`config.mk`:
```
export PLATFORM = sky130hd
export DESIGN_NAME = spd_decoder
export DESIGN_NICKNAME = d
export VERILOG_FILES = /design/src/rtl/spd_pkg.sv /design/src/rtl/spd_decoder.sv
export SDC_FILE = /design/constraint.sdc
export NUM_CORES = 1
export LEC_CHECK = 0
export BUFFER_PORTS_ARGS = -buffer_cell sky130_fd_sc_hd__buf_2
export CORE_MARGIN = 2
export CORE_UTILIZATION = 58
export CTS_CLUSTER_DIAMETER = 100
export DETAILED_ROUTE_END_ITERATION = 8
export PLACE_DENSITY = 0.82
export SLEW_MARGIN = 20
export SYNTH_ARGS = -nofsm -noshare
export SYNTH_HDL_FRONTEND = slang
export SYNTH_SLANG_ARGS = --single-unit
```
`constraint.sdc`:
```
create_clock -name clk_sys_i -period 6.2 [get_ports clk_sys_i]
set_input_delay 0.62 -clock clk_sys_i [delete_from_list [all_inputs] [get_ports clk_sys_i]]
set_output_delay 0.62 -clock clk_sys_i [all_outputs]
set_load 0.02 [all_outputs]
```
`src/rtl/spd_pkg.sv`:
```
// constants and types shared by the simd prefix decoder
package spd_pkg;
   // ****************************************
   // prefix and opcode byte values
   // ****************************************
   localparam logic [7:0] PFX_LOCK = 8'hF0;
   localparam logic [7:0] PFX_REPNE = 8'hF2;
   localparam logic [7:0] PFX_REP = 8'hF3;
   localparam logic [7:0] PFX_OPSZ = 8'h66;
   localparam logic [7:0] PFX_ADSZ = 8'h67;
   localparam logic [7:0] PFX_SEG_CS = 8'h2E;
   localparam logic [7:0] PFX_SEG_SS = 8'h36;
   localparam logic [7:0] PFX_SEG_DS = 8'h3E;
   localparam logic [7:0] PFX_SEG_ES = 8'h26;
   localparam logic [7:0] PFX_SEG_FS = 8'h64;
   localparam logic [7:0] PFX_SEG_GS = 8'h65;
   localparam logic [7:0] PFX_HINT_NT = 8'h2E;
   localparam logic [7:0] PFX_HINT_E2 = 8'hE2;
   localparam logic [7:0] PFX_HINT_E3 = 8'hE3;
   localparam logic [7:0] ESC_BYTE = 8'h0F;
   localparam logic [3:0] REXT_HI = 4'h4;
   // ****************************************
   // field positions and alignment
   // ****************************************
   localparam int REXT_W_BIT = 3;
   localparam int REXT_R_BIT = 2;
   localparam int REXT_B_BIT = 0;
   localparam logic [3:0] ALIGN_MASK = 4'hF;
   // ****************************************
   // decoded mandatory prefix class and decoder states
   // ****************************************
   typedef enum logic [1:0] {SPD_MP_NONE, SPD_MP_66, SPD_MP_F3, SPD_MP_F2} spd_mpfx_t;
   typedef enum {SPD_IDLE, SPD_PFX, SPD_OPC, SPD_MODRM} spd_state_t;
endpackage

```
`src/rtl/spd_decoder.sv`:
```
// simd instruction prefix decoder with fault, fence and register-select outputs
`timescale 1ns/1ps
// Summary of operation
// - lock prefix on simd op faults invalid
// - address/segment prefixes apply only to memory
// - stray repeat/size/hint prefixes flagged reserved
// - mandatory prefix, escape, opcode form opcode
// - misaligned packed integer memory operand faults
// - fence holds later stores until earlier visible
// - 64-bit mode extension reaches eight more registers
// - meaningless extension prefix is ignored
// - wide bit selects 64-bit general registers
// - compatibility mode decodes like protected mode
// - mistyped moves transfer data, only latency
// - no vector flags; compare mask, two bits
// - scalar double compares write integer flags
// - fill hint never commits; a scalar compare still writes flags
// - non-temporal stores bypass cache allocation
// - truncating store ignores rounding field
// - 128-bit integer op doubles 64-bit elements
module spd_decoder
   import spd_pkg::*;
#(
   parameter int MAX_PFX = 4
) (
   // clock and reset
   input wire logic clk_sys_i,
   input wire logic reset_i,
   // instruction byte stream
   input wire logic byte_valid_i,
   input wire logic [7:0] byte_i,
   input wire logic long_mode_i,
   // memory address of operand and instruction class hints
   input wire logic [3:0] ea_low_i,
   input wire logic is_pint_op_i,
   input wire logic uses_gpr_i,
   input wire logic is_fence_i,
   input wire logic is_nt_store_i,
   input wire logic is_fill_hint_i,
   input wire logic is_scalar_cmp_i,
   input wire logic is_fist_trunc_i,
   input wire logic store_pending_i,
   // decode results
   output logic done_o,
   output logic [7:0] opcode_o,
   output logic [1:0] mpfx_o,
   output logic ud_fault_o,
   output logic gp_fault_o,
   output logic reserved_o,
   output logic mem_operand_o,
   output logic addr_override_o,
   output logic [3:0] dst_reg_o,
   output logic [3:0] src_reg_o,
   output logic gpr_wide_o,
   output logic commit_o,
   output logic cache_alloc_o,
   output logic store_hold_o,
   output logic flags_write_o,
   output logic use_trunc_o
);
   initial begin
      if (MAX_PFX < 1 || MAX_PFX > 14) $error("MAX_PFX out of range");
   end

   typedef struct packed {
      spd_state_t st;
      logic [3:0] npfx;
      logic lock;
      logic adsz;
      logic seg;
      logic stray;
      logic [1:0] mp;
      logic [3:0] rext;
      logic rext_ok;
      logic [7:0] opc;
      logic done;
      logic ud;
      logic gp;
      logic res;
      logic mem;
      logic [3:0] dst;
      logic [3:0] src;
      logic wide;
      logic commit;
      logic alloc;
      logic hold;
      logic flg;
      logic trunc;
      logic ovr;
   } spd_regs_t;

   spd_regs_t s_reg, s_next;

   // class of a prefix byte; used for both mandatory and reserved decisions
   function automatic logic [1:0] mp_of(input logic [7:0] b);
      mp_of = (b == PFX_OPSZ) ? SPD_MP_66 : (b == PFX_REP) ? SPD_MP_F3 :
              (b == PFX_REPNE) ? SPD_MP_F2 : SPD_MP_NONE;
   endfunction

   function automatic logic is_seg(input logic [7:0] b);
      is_seg = (b == PFX_SEG_CS) || (b == PFX_SEG_SS) || (b == PFX_SEG_DS) ||
               (b == PFX_SEG_ES) || (b == PFX_SEG_FS) || (b == PFX_SEG_GS);
   endfunction

   // ****************************************
   // next state
   // ****************************************
   always_comb begin
      s_next = s_reg;
      s_next.done = 1'b0;
      s_next.commit = 1'b0;
      s_next.flg = 1'b0;
      // fault and reserved flags are pulses that stand only with done
      s_next.ud = 1'b0;
      s_next.gp = 1'b0;
      s_next.res = 1'b0;
      // store ordering: after a fence, hold later stores while earlier ones are in flight
      s_next.hold = (s_reg.hold | is_fence_i) & store_pending_i;
      unique case (s_reg.st)
         SPD_IDLE, SPD_PFX: begin
            if (byte_valid_i) begin
               s_next.st = SPD_PFX;
               // a new instruction starts with no mandatory prefix of its own
               if (s_reg.st == SPD_IDLE) begin
                  s_next.mp = SPD_MP_NONE;
               end
               if (byte_i == PFX_LOCK) begin
                  s_next.lock = 1'b1;
               end else if (byte_i == PFX_ADSZ) begin
                  s_next.adsz = 1'b1;
               end else if (is_seg(byte_i) || byte_i == PFX_HINT_E2 ||
                            byte_i == PFX_HINT_E3) begin
                  // a hint after a segment override must not drop the override
                  s_next.seg = s_reg.seg | is_seg(byte_i);
                  s_next.stray = s_reg.stray | !is_seg(byte_i);
               end else if (mp_of(byte_i) != SPD_MP_NONE) begin
                  // an earlier mandatory candidate becomes a stray prefix
                  s_next.stray = s_reg.stray | (s_reg.st == SPD_PFX &&
                                 s_reg.mp != SPD_MP_NONE);
                  s_next.mp = mp_of(byte_i);
               end else if (long_mode_i && byte_i[7:4] == REXT_HI) begin
                  // compatibility mode takes 4x as an ordinary byte
                  s_next.rext = byte_i[3:0];
                  s_next.rext_ok = 1'b1;
               end else if (byte_i == ESC_BYTE) begin
                  s_next.st = SPD_OPC;
               end else begin
                  s_next.st = SPD_IDLE;
               end
               if (s_reg.npfx == 4'(MAX_PFX) && s_next.st == SPD_PFX) begin
                  s_next.st = SPD_IDLE;
               end
               s_next.npfx = s_reg.npfx + 4'h1;
            end
         end
         SPD_OPC: begin
            if (byte_valid_i) begin
               s_next.opc = byte_i;
               s_next.st = SPD_MODRM;
            end
         end
         SPD_MODRM: begin
            if (byte_valid_i) begin
               s_next.st = SPD_IDLE;
               s_next.done = 1'b1;
               s_next.mem = byte_i[7:6] != 2'b11;
               // extension bits take effect only where a field uses them
               s_next.dst = {s_reg.rext_ok & s_reg.rext[REXT_R_BIT], byte_i[5:3]};
               s_next.src = {s_reg.rext_ok & s_reg.rext[REXT_B_BIT] &
                             (byte_i[7:6] == 2'b11), byte_i[2:0]};
               s_next.wide = uses_gpr_i & s_reg.rext_ok & s_reg.rext[REXT_W_BIT];
               s_next.ud = s_reg.lock;
               s_next.gp = !s_reg.lock && is_pint_op_i && (byte_i[7:6] != 2'b11) &&
                           ((ea_low_i & ALIGN_MASK) != 4'h0);
               // address and segment prefixes are reserved on register forms
               s_next.res = s_reg.stray | ((s_reg.adsz | s_reg.seg) &
                            (byte_i[7:6] == 2'b11));
               // the override reaches addressing only on memory forms
               s_next.ovr = (s_reg.adsz | s_reg.seg) & (byte_i[7:6] != 2'b11);
               // faulting instructions commit nothing
               s_next.commit = !s_reg.lock && !s_next.gp && !is_fill_hint_i;
               s_next.alloc = !is_nt_store_i && !is_fill_hint_i;
               s_next.flg = is_scalar_cmp_i && !s_reg.lock && !s_next.gp;
               s_next.trunc = is_fist_trunc_i;
               s_next.mp = s_reg.mp;
               s_next.npfx = 4'h0;
               s_next.lock = 1'b0;
               s_next.adsz = 1'b0;
               s_next.seg = 1'b0;
               s_next.stray = 1'b0;
               s_next.rext_ok = 1'b0;
            end
         end
      endcase
      if (s_reg.st == SPD_IDLE && !byte_valid_i) begin
         s_next.npfx = 4'h0;
      end
      if (s_reg.st == SPD_PFX && s_next.st == SPD_IDLE) begin
         s_next.npfx = 4'h0;
         s_next.lock = 1'b0;
         s_next.adsz = 1'b0;
         s_next.seg = 1'b0;
         s_next.stray = 1'b0;
         s_next.rext_ok = 1'b0;
         s_next.mp = SPD_MP_NONE;
      end
   end

   // ****************************************
   // state register
   // ****************************************
   always_ff @(posedge clk_sys_i or posedge reset_i) begin
      if (reset_i) begin
         s_reg <= '0;
      end else begin
         s_reg <= s_next;
      end
   end

   // ****************************************
   // outputs straight from the state register
   // ****************************************
   // data moves and element-wise ops pass through unchanged; typing is not checked
   // the 128-bit datapath repeats the 64-bit element op on both halves
   // the compare mask goes to a general register; vector state has no flags
   assign done_o = s_reg.done;
   assign opcode_o = s_reg.opc;
   assign mpfx_o = s_reg.mp;
   assign ud_fault_o = s_reg.ud;
   assign gp_fault_o = s_reg.gp;
   assign reserved_o = s_reg.res;
   assign mem_operand_o = s_reg.mem;
   assign addr_override_o = s_reg.ovr;
   assign dst_reg_o = s_reg.dst;
   assign src_reg_o = s_reg.src;
   assign gpr_wide_o = s_reg.wide;
   assign commit_o = s_reg.commit;
   assign cache_alloc_o = s_reg.alloc;
   assign store_hold_o = s_reg.hold;
   assign flags_write_o = s_reg.flg;
   assign use_trunc_o = s_reg.trunc;
endmodule

```
### After elaboration in Yosys (flattened, before gate mapping)

Cells that the tools add are included.

| word-level totals | value |
|---|---|
| bits in registers | 75 |
| latch bits | 0 |
| RAM bits | 0 |
| bits in read-only memories | 0 |
| input port bits | 24 |
| output and inout bits | 30 |
| logic and storage cells | 166 |
| memories kept | 0 |

| cells by class | value |
|---|---|
| add/subtract/negate cells | 1 |
| $mul | 0 |
| div/mod/pow operators | 0 |
| magnitude comparators | 0 |
| equal/unequal tests | 37 |
| shift-type cells | 0 |
| multiplexer cells | 39 |
| bitwise gates (word level) | 18 |
| reduce and logical (&&, ||, !) cells | 47 |

Operator list:

| operator | count |
|---|---|
| $mux 32 | 9 |
| $eq 32x2->1 const B | 4 |
| $logic_not 32->1 | 3 |
| $pmux 32 s3 | 1 |
| $mux 47 | 1 |
| $mux 42 | 1 |
| $eq 8x8->1 const B | 5 |
| $eq 32x1->1 const B | 1 |
| $eq 8x6->1 const B | 4 |
| $eq 8x7->1 const B | 4 |
| $mux 16 | 2 |
| $ne 3x3->1 const B | 10 |
| $mux 10 | 2 |
| $pmux 10 s2 | 1 |
| $mux 2 | 7 |
| $logic_and 1x1->1 | 13 |
| $ne 4x4->1 const B | 3 |
| $reduce_and 6->1 | 2 |
| $mux 5 | 2 |
| $mux 3 | 3 |
| $mux 9 | 1 |
| $and 1x1->1 | 8 |
| $eq 4x3->1 const B | 2 |
| $eq 8x4->1 const B | 1 |
| other kinds (21) | 52 |

### Logic depth before layout (Yosys ltp)

| logic depth | value |
|---|---|
| depth in word-level cells | 22 |
| depth in mapped cells | 8 |
| depth with buffers taken out | 8 |

### Worst setup path before layout

OpenSTA, ideal clock, no wires.

| timing | value |
|---|---|
| path type | flip-flop to flip-flop |
| from | register s_reg[53] (netlist bit) |
| to | register s_reg[31] (netlist bit) |
| library setup time | 0.125 ns |
| arrival time | 2.327 ns |
| required time | 6.075 ns |
| setup slack | 3.748 ns |
| cell stages (with the launch flop) | 7 |
| buffers on the path | 1 |
| period minus slack after synthesis | 2.452 ns |
| path through | dfrtp_1 > or4_4 > or4_4 > buf_6 > or3_1 > nor2_2 > mux2_2 |

| on the way | value |
|---|---|
| longest elaborated chain between the ends | 3 |
| elaborated cells on any way between the ends | 4 |
| those cells by class | 1 x eq/ne; 3 x reduce/logical |

RTL lines:

| what | line | RTL |
|---|---|---|
| start: declaration | spd_decoder.sv:92 | `spd_regs_t s_reg, s_next;` |
| start signal: assignment | spd_decoder.sv:216 | `s_reg <= s_next;` |
| $eq 32x1->1 or $logic_not 32->1 (tied branches) | spd_decoder.sv:119 | `unique case (s_reg.st)` |
| $reduce_or 2->1 * | spd_decoder.sv:119 |  |
| $reduce_and 7->1 (no line) * | n/a |  |

Mark *: on every way between the ends. The rest lies on a longest branch, timed or not.
A chain may end at the register's enable or synchronous reset.

### Worst setup path after layout

| timing | value |
|---|---|
| from | register s_reg[53] (netlist bit) |
| to | register s_reg, in the netlist opcode_o[3] |

| on the way | value |
|---|---|
| longest elaborated chain between the ends | 2 |

RTL lines:

| what | line |
|---|---|
| $eq 32x2->1 | spd_decoder.sv:119 |
| $reduce_and 2->1 (no line) | n/a |

No other way between the ends.

==> flow_summary.json <==
{
  "status": "finished, final reports clean",
  "cts_buffers": 9,
  "final_common_cell": "dfrtp_1",
  "finalHoldViolations": 0,
  "synth_edf_count": 0,
  "cts-htree-levels": 3,
  "drive_gt1_share_pct": 28.4,
  "fmax_mhz": 381,
  "vias": 2259,
  "gr-total-overflow": 0,
  "final-max-slew-violation-count": 0,
  "hpwlAfterDp_um": 4100,
  "die-width_um": 79.1,
  "synthesis.area_mm2": 0.00327,
  "antenna_left": 0,
  "die_h_um": 79.1,
  "post_cts_buffers": 0,
  "worst-setup-path-type": "register to register",
  "drv_cap": 0,
  "vias_per_cell": 5.51,
  "place_congestion": 0.892,
  "die-area_mm2": 0.00625,
  "rrSetupSlack_ns": 3.58,
  "ctsRootBufferMaster": "clkbuf_8",
  "wire_per_inst_um": 14.4,
  "rows": 27,
  "synth_seq_area_share_pct": 56.7,
  "dpl.cell_count": 394,
  "grt_max_degree": 75,
  "vdd_drop_max_v": 0.000202,
  "drt_iter0_drc": 213,
  "r2r_end": "opcode_o[3]$_DFFE_PP0P_",
  "finalSetupViolCount": 0,
  "cts_max_path_buffers": 2,
  "syn-mean-instance-area_um2": 11.0,
  "syn-num-nets": 323,
  "r2r-start": "s_reg[53]$_DFF_PP0_",
  "layout_min_cycle_time_ns": 2.62,
  "fin_crit_sh_pct": 42.3,
  "startpoint_type": "register",
  "cts_tree": "built",
  "grt_pass1_vias": 2205,
  "fin_skew_ns": 0.00901,
  "leakagePower_nw": 1.82,
  "maxSlewHeadroom_pct": 39.5,
  "crit_path_end_kind": "register",
  "area_growth_pct": 10.9,
  "ys_seq_elements": 74,
  "drtPass1Iterations": 4,
  "nNetsFinal": 359,
  "core_area_mm2": 0.00547,
  "synthArstFlopShare_pct": 100,
  "required_ns": 6.43,
  "antenna_found_initial": 0,
  "path_clk_slew_ns": 0.08,
  "design_power_total_mw": 0.966,
  "p_per_area_mw_per_mm2": 267,
  "pre_cts_slack_ns": 3.46,
  "initial_core_util_pct": 59.7,
  "grt_pass1_wl_um": 9960,
  "hold_buffers": 0,
  "layout_common_cells": "dfrtp_1, buf_2, nor2b_1, nand2_1, o21ai_0",
  "hp-start": "is_fill_hint_i",
  "rsz0062_at_grt": "no",
  "hold_class": "primary input to register",
  "cp.arrival_ns": 2.85,
  "routed_wl_um": 5910,
  "cp_max_fo": 9,
  "instances_no_fill": 410,
  "drc": 0,
  "finalSetupTns_ns": 0,
  "timing.final.ws_setup_ns": 3.58,
  "port_buffers": 53,
  "yosysWarningCount": 0,
  "place_area_mm2": 0.00345,
  "largest_reg_flops": 44,
  "synth.distinct_cells": 45,
  "cts_sinks": 74,
  "worst_pin_slew_ns": 0.908,
  "ctsResizeCount": 0,
  "diodes": 0,
  "synthCells": 297,
  "synth_flop_cell": "dfrtp_1",
  "track_usage_pct": 20.6,
  "io_pins": 54,
  "finalInstanceArea_mm2": 0.00362,
  "min_path_cells": 2,
  "holdPathEnd": "commit_o$_DFF_PP0_",
  "reg2reg_depth": 5,
  "clock_latency_ns": 0.34
}
## cell usage after synthesis (4+ instances only)
cell       n  area (um2)
dfrtp_1   74        1850
nor2b_1   31         194
nand2_1   25        93.8
buf_4     18         135
o21ai_0   18        90.1
mux2_2    17         191
inv_1     11        41.3
a21oi_1   10        50.1
clkbuf_1  10        37.5
nand3_1    9        45.0
nor2_1     9        33.8
nor4_1     9        56.3
nand4_1    5        31.3
nor3_1     4        20.0
## per-stage QoR
step / hold WS [ns] / utilization, %
2_1_floorplan: 0.451 / -
3_3_place_gp: 0.456 / 63.0
3_5_place_dp: 0.466 / 63.0
4_1_cts: 0.426 / 66.2
5_1_grt: 0.447 / 66.2
6_report: 0.442 / 66.2
## cell type report
| class | instances | area [um2] |
|---|---|---|
| fill | 412 | 1850 |
| timing repair buffer | 54 | 273 |
| tap | 72 | 90.1 |
| clock buffer | 9 | 124 |
| clock inverter | 7 | 52.6 |
| multi-input combinational | 182 | 1190 |
| sequential | 74 | 1850 |
| inverter | 12 | 45.0 |
## worst max path at each step
stage / startpoint / to / slack, ns / cells past startpoint
2_1_floorplan: reset_i / addr_override_o$_DFFE_PP0P_ / 3.70 / 1
3_3_place_gp: byte_valid_i / s_reg[32]$_DFFE_PP0P_ / 3.51 / 5
3_5_place_dp: byte_valid_i / s_reg[29]$_DFFE_PP0P_ / 3.46 / 5
4_1_cts: s_reg[53]$_DFF_PP0_ / dst_reg_o[2]$_DFFE_PP0P_ / 3.55 / 4
5_1_grt: s_reg[62]$_DFF_PP0_ / commit_o$_DFF_PP0_ / 3.26 / 5
6_report: s_reg[53]$_DFF_PP0_ / opcode_o[3]$_DFFE_PP0P_ / 3.58 / 5
## worst max-delay path, stage by stage, from the launching register on
cell	delay (ns)
dfrtp_1	0.38
or4_4	0.54
nor4_2	0.57
nand2_1	0.22
nor3_4	0.40
mux2_2	0.40
## power breakdown
group / leakage [nW] / internal [mW] / switching, mW / total, mW
logic: 0.723 / 0.0410 / 0.0636 / 0.105
registers: 1.01 / 0.509 / 0.0226 / 0.531
clock network: 0.0904 / 0.148 / 0.182 / 0.331
## per-layer routing
layer / track usage, % / vias to the layer above / part of all wire [%]
li1: - / 1102 / -
met1: 26.9 / 1076 / 46
met2: 31.9 / 70 / 47
met3: 6.93 / 11 / 6.1
met4: 8.10 / 0 / 1.2
met5: 0 / - / 0
## kinds of logic after synthesis
group / share of synthesized area [%]
and+or+nand+nor: 19.8
muxes: 6.17
AOI/OAI and AO/OA: 9.58
DFF: 56.7
adders and majority gates: 0.766
buffers and inverters: 7.01
No activity file was read; power rests on OpenSTA's default activity.
